[src/shared/stepper_pkg.sv]
package stepper_pkg;

  // ==========================================================
  // register map (byte addresses)
  localparam logic [7:0] CTRL_OFF   = 8'h00;
  localparam logic [7:0] DELAY_OFF  = 8'h04;
  localparam logic [7:0] STATUS_OFF = 8'h08;
  localparam logic [7:0] POS_OFF    = 8'h0c;
  localparam logic [7:0] COIL_OFF   = 8'h10;

  // ==========================================================
  // control fields and reset values
  localparam int         CTRL_RUN_BIT  = 0;
  localparam int         CTRL_ALT_BIT  = 1;
  localparam logic [1:0] CTRL_RESET    = 2'h1;
  localparam int         STAT_VALID_BIT = 3;

  // ==========================================================
  // timing
  localparam int          CLK_PERIOD_NS  = 40;
  localparam int          STEP_DELAY_NS  = 1000;
  localparam logic [15:0] STEP_DELAY_CYC = 16'((STEP_DELAY_NS + CLK_PERIOD_NS - 1) / CLK_PERIOD_NS);
  localparam int          IDLE_COUNT     = 5000;

  // ==========================================================
  // positions and patterns
  localparam int          POS_W        = 8;
  localparam logic [7:0]  SWITCH_ON    = 8'h64;
  localparam logic [7:0]  START_POS    = 8'h00;
  localparam logic [7:0]  PCT_SCALE    = 8'h64;
  localparam logic [7:0]  COIL_OFF_PAT = 8'h00;
  localparam logic [1:0]  PHASE_RESET  = 2'h1;

  typedef enum logic [2:0] {ST_INIT, ST_MEASURE, ST_COMPARE, ST_HOLD, ST_FWD, ST_REV} seq_state_e;
  typedef enum logic [2:0] {M_IDLE, M_RISE1, M_PERIOD, M_HIGH, M_DIV} meter_state_e;

  typedef struct packed {
    logic             valid;
    logic [POS_W-1:0] target;
  } meas_s;

  // phase 0..3 in forward order; alt selects the remapped port bits
  function automatic logic [7:0] phase_pattern(input logic [1:0] phase, input logic alt);
    logic [7:0] p;
    p = 8'h00;
    case (phase)
      2'h0: p = 8'h0a;
      2'h1: p = alt ? 8'h28 : 8'h09;
      2'h2: p = alt ? 8'h24 : 8'h05;
      default: p = 8'h06;
    endcase
    return p;
  endfunction

endpackage

[src/logic/stepper_position_sequencer.sv]
// Overview of operation
// target below position: keep stepping in reverse until both are equal
// reverse group drives 0a,06,05,09,00 with delays, then position minus one
// reverse groups repeat position minus target times, one position each
// remember last phase and continue sequence from it, never breaking order
// after a move, clear measurement and loop compare, hold, move, measure
// alternate mapping outputs 0a,28,24,06 instead of 0a,09,05,06
// target above position: drive 0a,09,05,06,00 with delays, position plus one
// measure period and high time; target is high times 100 over period
// at start step reverse 100 times to the stop, then position zero
// equal positions: hold for 5000 counts before measuring again
// step delay is a programmable cycle count loaded at each new pattern
//
// The register addresses and the APB interface to the registers were left to the implementer.
`timescale 1ns/1ns
module stepper_position_sequencer #(
  parameter int IDLE_CYCLES = stepper_pkg::IDLE_COUNT,
  parameter int CNT_W       = 16
) (
  // clock and reset
  input  wire logic        ref_clk,
  input  wire logic        resetn,
  // apb slave
  input  wire logic        psel,
  input  wire logic        penable,
  input  wire logic        pwrite,
  input  wire logic [7:0]  paddr,
  input  wire logic [31:0] pwdata,
  output logic      [31:0] prdata,
  output logic             pready,
  output logic             pslverr,
  // pwm input
  input  wire logic        pwm_in,
  // coil drivers
  output logic      [7:0]  coil_port_data
);

  if (IDLE_CYCLES < 1 || IDLE_CYCLES > 65535)
  begin : g_bad_idle
    $error("stepper_position_sequencer: IDLE_CYCLES out of range");
  end

  localparam int          PW       = stepper_pkg::POS_W;
  localparam logic [15:0] IDLE_LD  = 16'(IDLE_CYCLES - 1);

  typedef struct packed {
    stepper_pkg::seq_state_e state;
    logic [7:0]              coil;
    logic [1:0]              phase;
    logic [2:0]              sub;
    logic [15:0]             step_delay_wait;
    logic [15:0]             idle_cnt;
    logic [PW-1:0]           present;
    logic [PW-1:0]           target;
    logic [7:0]              init_cnt;
    logic                    meas_ok;
    logic                    meas_start;
    logic                    run;
    logic                    alt;
    logic [15:0]             step_delay;
    logic                    pready;
    logic                    pslverr;
    logic [31:0]             prdata;
  } seq_s;

  seq_s               r_reg;
  seq_s               r_next;
  stepper_pkg::meas_s meas;
  logic               moving;
  logic               dir_rev;
  logic [1:0]         phase_step;
  logic [15:0]        delay_ld;
  logic [PW-1:0]      pos_after;
  logic               apb_access;

  // ==========================================================
  // duty measurement
  duty_meter #(
    .CNT_W (CNT_W)
  ) u_meter (
    .ref_clk (ref_clk),
    .resetn  (resetn),
    .start   (r_reg.meas_start),
    .pwm_in  (pwm_in),
    .meas    (meas)
  );

  assign moving     = (r_reg.state == stepper_pkg::ST_INIT) ||
                      (r_reg.state == stepper_pkg::ST_FWD) ||
                      (r_reg.state == stepper_pkg::ST_REV);
  assign dir_rev    = (r_reg.state != stepper_pkg::ST_FWD);
  // next phase taken from the stored one
  assign phase_step = dir_rev ? r_reg.phase - 2'h1 : r_reg.phase + 2'h1;
  // a zero delay would stall nothing; treat as one cycle
  assign delay_ld   = (r_reg.step_delay == 16'h0000) ? 16'h0000 : r_reg.step_delay - 16'h0001;
  assign pos_after  = (r_reg.state == stepper_pkg::ST_FWD) ? r_reg.present + 1'b1
                                                           : r_reg.present - 1'b1;
  assign apb_access = psel && penable && !r_reg.pready;

  // ==========================================================
  // next state
  always_comb
  begin
    r_next = r_reg;
    r_next.meas_start = 1'b0;
    r_next.pready     = 1'b0;
    r_next.pslverr    = 1'b0;

    // one wait state: answer in the cycle after the first access cycle
    if (apb_access)
    begin
      r_next.pready = 1'b1;
      r_next.prdata = 32'h0000_0000;
      case (paddr)
        stepper_pkg::CTRL_OFF:
        begin
          r_next.prdata = {30'h0, r_reg.alt, r_reg.run};
          if (pwrite)
          begin
            r_next.run = pwdata[stepper_pkg::CTRL_RUN_BIT];
            r_next.alt = pwdata[stepper_pkg::CTRL_ALT_BIT];
          end
        end
        // programmable step delay
        stepper_pkg::DELAY_OFF:
        begin
          r_next.prdata = {16'h0, r_reg.step_delay};
          if (pwrite)
            r_next.step_delay = pwdata[15:0];
        end
        stepper_pkg::STATUS_OFF:
          r_next.prdata = {28'h0, r_reg.meas_ok, r_reg.state};
        stepper_pkg::POS_OFF:
          r_next.prdata = {16'h0, r_reg.target, r_reg.present};
        stepper_pkg::COIL_OFF:
          r_next.prdata = {24'h0, r_reg.coil};
        default:
          r_next.pslverr = 1'b1;
      endcase
    end

    // pattern stands until the down-counter runs out
    if (moving && r_reg.step_delay_wait != 16'h0000)
      r_next.step_delay_wait = r_reg.step_delay_wait - 16'h0001;
    else
    begin
      case (r_reg.state)
        stepper_pkg::ST_INIT, stepper_pkg::ST_FWD, stepper_pkg::ST_REV:
        begin
          // four phase patterns, then coils off
          if (r_reg.sub < 3'h4)
          begin
            r_next.phase           = phase_step;
            // alternate mapping in the pattern lookup
            r_next.coil            = stepper_pkg::phase_pattern(phase_step, r_reg.alt);
            r_next.sub             = r_reg.sub + 3'h1;
            r_next.step_delay_wait = delay_ld;
          end
          else if (r_reg.sub == 3'h4)
          begin
            r_next.coil            = stepper_pkg::COIL_OFF_PAT;
            r_next.sub             = 3'h5;
            r_next.step_delay_wait = delay_ld;
          end
          else
          begin
            r_next.sub = 3'h0;
            if (r_reg.state == stepper_pkg::ST_INIT)
            begin
              // hundred reverse groups, then origin
              r_next.init_cnt = r_reg.init_cnt - 8'h01;
              if (r_reg.init_cnt == 8'h01)
              begin
                r_next.present    = stepper_pkg::START_POS;
                r_next.state      = stepper_pkg::ST_MEASURE;
                r_next.meas_start = 1'b1;
              end
            end
            else
            begin
              // one position per group until equal
              r_next.present = pos_after;
              if (pos_after == r_reg.target)
              begin
                // stale measurement, start over
                r_next.meas_ok    = 1'b0;
                r_next.state      = stepper_pkg::ST_MEASURE;
                r_next.meas_start = 1'b1;
              end
            end
          end
        end
        stepper_pkg::ST_MEASURE:
          if (meas.valid)
          begin
            r_next.target  = meas.target;
            r_next.meas_ok = 1'b1;
            r_next.state   = stepper_pkg::ST_COMPARE;
          end
        stepper_pkg::ST_COMPARE:
          // clearing run parks the loop here between moves
          if (r_reg.run)
          begin
            if (r_reg.target == r_reg.present)
            begin
              r_next.state    = stepper_pkg::ST_HOLD;
              r_next.idle_cnt = IDLE_LD;
            end
            else if (r_reg.target > r_reg.present)
              r_next.state = stepper_pkg::ST_FWD;
            else
              r_next.state = stepper_pkg::ST_REV;
          end
        // hold before measuring again
        stepper_pkg::ST_HOLD:
          if (r_reg.idle_cnt == 16'h0000)
          begin
            r_next.meas_ok    = 1'b0;
            r_next.state      = stepper_pkg::ST_MEASURE;
            r_next.meas_start = 1'b1;
          end
          else
            r_next.idle_cnt = r_reg.idle_cnt - 16'h0001;
        default:
          r_next.state = stepper_pkg::ST_COMPARE;
      endcase
    end
  end

  // ==========================================================
  // registers
  always_ff @(posedge ref_clk or negedge resetn)
  begin
    if (!resetn)
    begin
      r_reg            <= '0;
      r_reg.state      <= stepper_pkg::ST_INIT;
      r_reg.phase      <= stepper_pkg::PHASE_RESET;
      r_reg.init_cnt   <= stepper_pkg::SWITCH_ON;
      r_reg.run        <= stepper_pkg::CTRL_RESET[0];
      r_reg.alt        <= stepper_pkg::CTRL_RESET[1];
      r_reg.step_delay <= stepper_pkg::STEP_DELAY_CYC;
    end
    else
      r_reg <= r_next;
  end

  assign coil_port_data = r_reg.coil;
  assign prdata         = r_reg.prdata;
  assign pready         = r_reg.pready;
  assign pslverr        = r_reg.pslverr;

  logic [15:0] hold_run;
  always_ff @(posedge ref_clk or negedge resetn)
  begin
    if (!resetn)
      hold_run <= 16'h0000;
    else if (r_reg.state == stepper_pkg::ST_HOLD)
      hold_run <= hold_run + 16'h0001;
    else
      hold_run <= 16'h0000;
  end
endmodule // stepper_position_sequencer

[src/logic/duty_meter.sv]
`timescale 1ns/1ns
module duty_meter #(
  parameter int CNT_W = 16
) (
  // clock and reset
  input  wire logic               ref_clk,
  input  wire logic               resetn,
  // control
  input  wire logic               start,
  input  wire logic               pwm_in,
  // result
  output stepper_pkg::meas_s      meas
);

  localparam int NUM_W = CNT_W + 7;

  if (CNT_W < 8 || CNT_W > 24)
  begin : g_bad_width
    $error("duty_meter: CNT_W out of range");
  end

  typedef struct packed {
    stepper_pkg::meter_state_e st;
    logic                      pwm_d;
    logic [CNT_W-1:0]          cnt;
    logic [CNT_W-1:0]          period;
    logic [NUM_W-1:0]          num;
    logic [NUM_W-1:0]          quo;
    logic [CNT_W:0]            rem;
    logic [4:0]                bits;
    stepper_pkg::meas_s        res;
  } meter_s;

  meter_s r_reg;
  meter_s r_next;
  logic   rise;
  logic   fall;
  logic [CNT_W:0] rem_s;

  assign rise = pwm_in & ~r_reg.pwm_d;
  assign fall = ~pwm_in & r_reg.pwm_d;
  assign rem_s = {r_reg.rem[CNT_W-1:0], r_reg.num[NUM_W-1]};

  // ==========================================================
  // capture and divide
  always_comb
  begin
    r_next = r_reg;
    r_next.pwm_d = pwm_in;
    r_next.res.valid = 1'b0;
    if (r_reg.cnt != '1)
      r_next.cnt = r_reg.cnt + 1'b1;
    case (r_reg.st)
      stepper_pkg::M_IDLE:
        if (start)
          r_next.st = stepper_pkg::M_RISE1;
      stepper_pkg::M_RISE1:
        if (rise)
        begin
          // the edge cycle is the first counted cycle, else period and high read one short
          r_next.cnt = CNT_W'(1);
          r_next.st  = stepper_pkg::M_PERIOD;
        end
      // period then high time
      stepper_pkg::M_PERIOD:
        if (rise)
        begin
          r_next.period = r_reg.cnt;
          r_next.cnt    = CNT_W'(1);
          r_next.st     = stepper_pkg::M_HIGH;
        end
      stepper_pkg::M_HIGH:
        if (fall)
        begin
          r_next.num  = NUM_W'(r_reg.cnt) * NUM_W'(stepper_pkg::PCT_SCALE);
          r_next.rem  = '0;
          r_next.quo  = '0;
          r_next.bits = 5'(NUM_W);
          r_next.st   = stepper_pkg::M_DIV;
        end
      // scale by 100 over period, restoring division
      stepper_pkg::M_DIV:
        if (r_reg.bits == 5'h00)
        begin
          r_next.res.valid = 1'b1;
          if (r_reg.period == '0)
            r_next.res.target = '0;
          else if (r_reg.quo > NUM_W'(stepper_pkg::PCT_SCALE))
            r_next.res.target = stepper_pkg::PCT_SCALE;
          else
            r_next.res.target = r_reg.quo[stepper_pkg::POS_W-1:0];
          r_next.st = stepper_pkg::M_IDLE;
        end
        else
        begin
          r_next.bits = r_reg.bits - 5'h01;
          r_next.num  = {r_reg.num[NUM_W-2:0], 1'b0};
          if (rem_s >= {1'b0, r_reg.period})
          begin
            r_next.rem = rem_s - {1'b0, r_reg.period};
            r_next.quo = {r_reg.quo[NUM_W-2:0], 1'b1};
          end
          else
          begin
            r_next.rem = rem_s;
            r_next.quo = {r_reg.quo[NUM_W-2:0], 1'b0};
          end
        end
      default:
        r_next.st = stepper_pkg::M_IDLE;
    endcase
  end

  always_ff @(posedge ref_clk or negedge resetn)
  begin
    if (!resetn)
      r_reg <= '0;
    else
      r_reg <= r_next;
  end

  assign meas = r_reg.res;
endmodule // duty_meter

[config.mk]
export PLATFORM = sky130hd
export DESIGN_NAME = stepper_position_sequencer
export DESIGN_NICKNAME = d
export VERILOG_FILES = /design/src/shared/stepper_pkg.sv /design/src/logic/stepper_position_sequencer.sv /design/src/logic/duty_meter.sv
export SDC_FILE = /design/constraint.sdc
export NUM_CORES = 1
export LEC_CHECK = 0
export ABC_AREA = 1
export BUFFER_PORTS_ARGS = -buffer_cell sky130_fd_sc_hd__buf_4
export CAP_MARGIN = 20
export CORE_ASPECT_RATIO = 1.25
export CORE_MARGIN = 3
export CORE_UTILIZATION = 50
export CTS_CLUSTER_DIAMETER = 50
export DETAILED_ROUTE_END_ITERATION = 12
export HOLD_SLACK_MARGIN = 0.05
export PLACE_DENSITY = 0.68
export SETUP_SLACK_MARGIN = 0.15
export SKIP_CTS_REPAIR_TIMING = 1
export SLEW_MARGIN = 20
export SYNTH_ARGS = -nofsm -noshare
export SYNTH_HDL_FRONTEND = slang
export SYNTH_SLANG_ARGS = --single-unit
[constraint.sdc]
create_clock -name ref_clk -period 9.4 [get_ports ref_clk]
set_clock_uncertainty 0.05 [all_clocks]
set_input_delay 0.47 -clock ref_clk [delete_from_list [all_inputs] [get_ports ref_clk]]
set_output_delay 0.47 -clock ref_clk [all_outputs]
set_load 0.05 [all_outputs]
==> results.txt <==
CTS max path bufs: 3
Die Height: 192 microns
EDFF count, synth: 0
RSZ-0062 raised after global routing: false
TritonCTS clock tree: yes
Vias in the first global route: 11500
HP Class: input pin to flop
Synth Instances: 1757
Final Hold Vio Count: 0
Top-area cell type share of the netlist area: 37.6%
Placed cell areas: 0.0144 sq mm
Yosys warns: 0
Port Buf Inserts: 52
Setup CP Type: flop to flop
Global Route Usage Sum: 21.8%
CTS H-tree depth: 1
Worst setup SP type: flop
Routed wire length: 32.3 mm
Tmin final: 3360 ps
Status: complete, no violations
Drt via density: 5.32
Initial Util: 51.3%
Placed Cells: 2101
HPWL after DPL: 24.2 mm
Setup Viol. Count Final: 0
Critical-path cell list: ha_1 > ha_1 > inv_1 > fa_1 > inv_1 > ha_1 > a21oi_1 > nand2_1 > a21oi_1 > o21ai_0 > a21oi_1 > xor2_1 > o21ai_1
Period Utilization, post-route: 35.8%
Mapped Avg Cell Area: 7.91 sq um
Final TNS setup: 0 ps
Final RePlAce weighted congestion: 0.909
Final instance area: 0.0153 sq mm
Die area: 0.0298 sq mm
DR vias: 11400
Crit path largest cell delay: 490 ps
Share of layout cells above drive strength 1: 9.02%
Most frequent cells in the layout: nand2_1 (352), inv_1 (256), dfrtp_1 (209)
Clk Latency, worst-skew pair: 540 ps
First-pass GRT wire length: 54.6 mm
P&R area growth vs syn: 9.93%
CP endpoint kind: flop
Sequential area share after synthesis: 39.1%
# clock sinks: 217
Number of buffers created by CTS: 27
Relative slew margins: 28.5%
Worst-margin pin slew: 1070 ps
Pwr Total: 0.00379 W
Routed length per instance: 15.0 microns
Area contributors post-synth: dfrtp_1 (38%), nand2_1 (9.5%), ha_1 (8.6%)
Max reg flops: 101
Largest net degree at the start of global routing: 81
Die W: 155 microns
Worst path arrival time: 3730 ps
Cell family with most CP delay: adder cells
DRC: 0
# IOs: 88
Worst setup margin: 6040 ps
Setup WS pre-CTS: 5950 ps
Critical Path Fanout Max: 5
Final net count: 1941
Post-synth top area cell: dfrtp_1
Number of diodes: 0
Core Rows: 67
Root buffer cell: clkbuf_16
Yosys reg bits: 217
CP required: 9770 ps
Initial antenna violation count: 0
Clock transition at the registers of the reported paths: 60 ps
Commonest non-fill, non-tap cell in the layout: nand2_1
Post-DRT Antenna Nets: 0
Core ar.: 0.0271 sq mm
Yosys cell types: 53
Grt ovf: 0
Leakage Power: 7.81 nW
Starting DRT DRC Count: 526
CP max stage cell: fa_1
Predominant post-synthesis flop cell: dfrtp_1
Netlist Area Pre-Place: 0.0139 sq mm
Drt pass-1 iters: 5
Max-cap viol count: 0
Non-filler cells, final: 2152
Highest clock rate: 0.297 GHz
PD cells: 248 mW/mm^2
Max-slew violation count: 0
CP Buf/Inv Count: 2
Asr flop ratio synth: 100%
VDD IR max: 0.289 mV
## power breakdown
| part | switching [W] | internal, W | leakage, nW |
|---|---|---|---|
| Combinational | 0.000996 | 0.000563 | 4.58 |
| Clock | 0.000428 | 0.000614 | 0.448 |
| Sequential | 0.000107 | 0.00108 | 2.78 |
| Total | 0.00153 | 0.00226 | 7.81 |
## per-stage QoR
step	util (%)	hold WS (ps)
final	56.4	127
after global routing	56.4	126
after detailed placement	53.0	406
after floorplan	-	124
after CTS	56.3	-166
after global placement	53.0	400
## final timing paths
kind | startpoint | slack (ps) | end | cells past startpoint
max | u_meter.r_reg[96]$_DFF_PN0_ | 6040 | u_meter.r_reg[72]$_DFFE_PN0P_ | 13
min | pwdata[4] | 130 | r_reg[38]$_DFFE_PN1P_ | 3
max reg2reg | u_meter.r_reg[96]$_DFF_PN0_ | 6040 | u_meter.r_reg[72]$_DFFE_PN0P_ | 13
min reg2reg | r_reg[58]$_DFFE_PN0P_ | 430 | r_reg[58]$_DFFE_PN0P_ | 1
max in group asynchronous | resetn | 7550 | r_reg[90]$_DFFE_PN0P_ | 3
min in group asynchronous | resetn | 420 | prdata[14]$_DFFE_PN0P_ | 2
## final cells by class
type / instances / area [sq um]
tap: 345 / 432
timing repair buffer: 57 / 444
multi-input combinational: 1212 / 7040
inverter: 272 / 1020
fill: 2544 / 11800
clock buffer: 32 / 724
sequential: 217 / 5440
clock inverter: 17 / 181
## cell families (layout without fill, tap and decap cells)
group | count (synthesis) | count (layout) | share of synthesized area [%]
compound gates | 335 | 335 | 13.9
xor+xnor | 62 | 62 | 3.91
fa+ha+maj | 108 | 108 | 10.4
buf+inv | 346 | 378 | 10.7
flops | 217 | 217 | 39.1
other cells | 1 | 19 | 0.0270
simple gates | 688 | 688 | 21.8
## routing by layer
metal	vias to the layer above	share of wire, %	global-route usage [%]	wire length (microns)
li1	5792	-	-	-
met5	-	0	0	0
met3	62	3.9	2.58	1260
met1	5375	42	26.1	13600
met4	0	2.6	7.31	841
met2	213	51	40.5	16600
## cells in the mapped netlist (23+ instances only)
cell	number
a21oi_1	79
buf_4	44
dfrtp_1	209
ha_1	95
inv_1	256
nand2_1	352
nand3_1	82
nor2_1	148
nor3_1	23
o21ai_0	109
o21ai_1	31
o22ai_1	45
xor2_1	47
## worst reg2reg max path: cells and delay by family (launching register included)
family	cells	cell delay [ps]
and+or+nand+nor	1	100
DFF	1	440
xor gates and xnor gates	1	180
AOI/OAI and AO/OA	5	970
buffers and inverters	2	90
adders and majority gates	4	1410
Power figures use the tool's default switching activity.
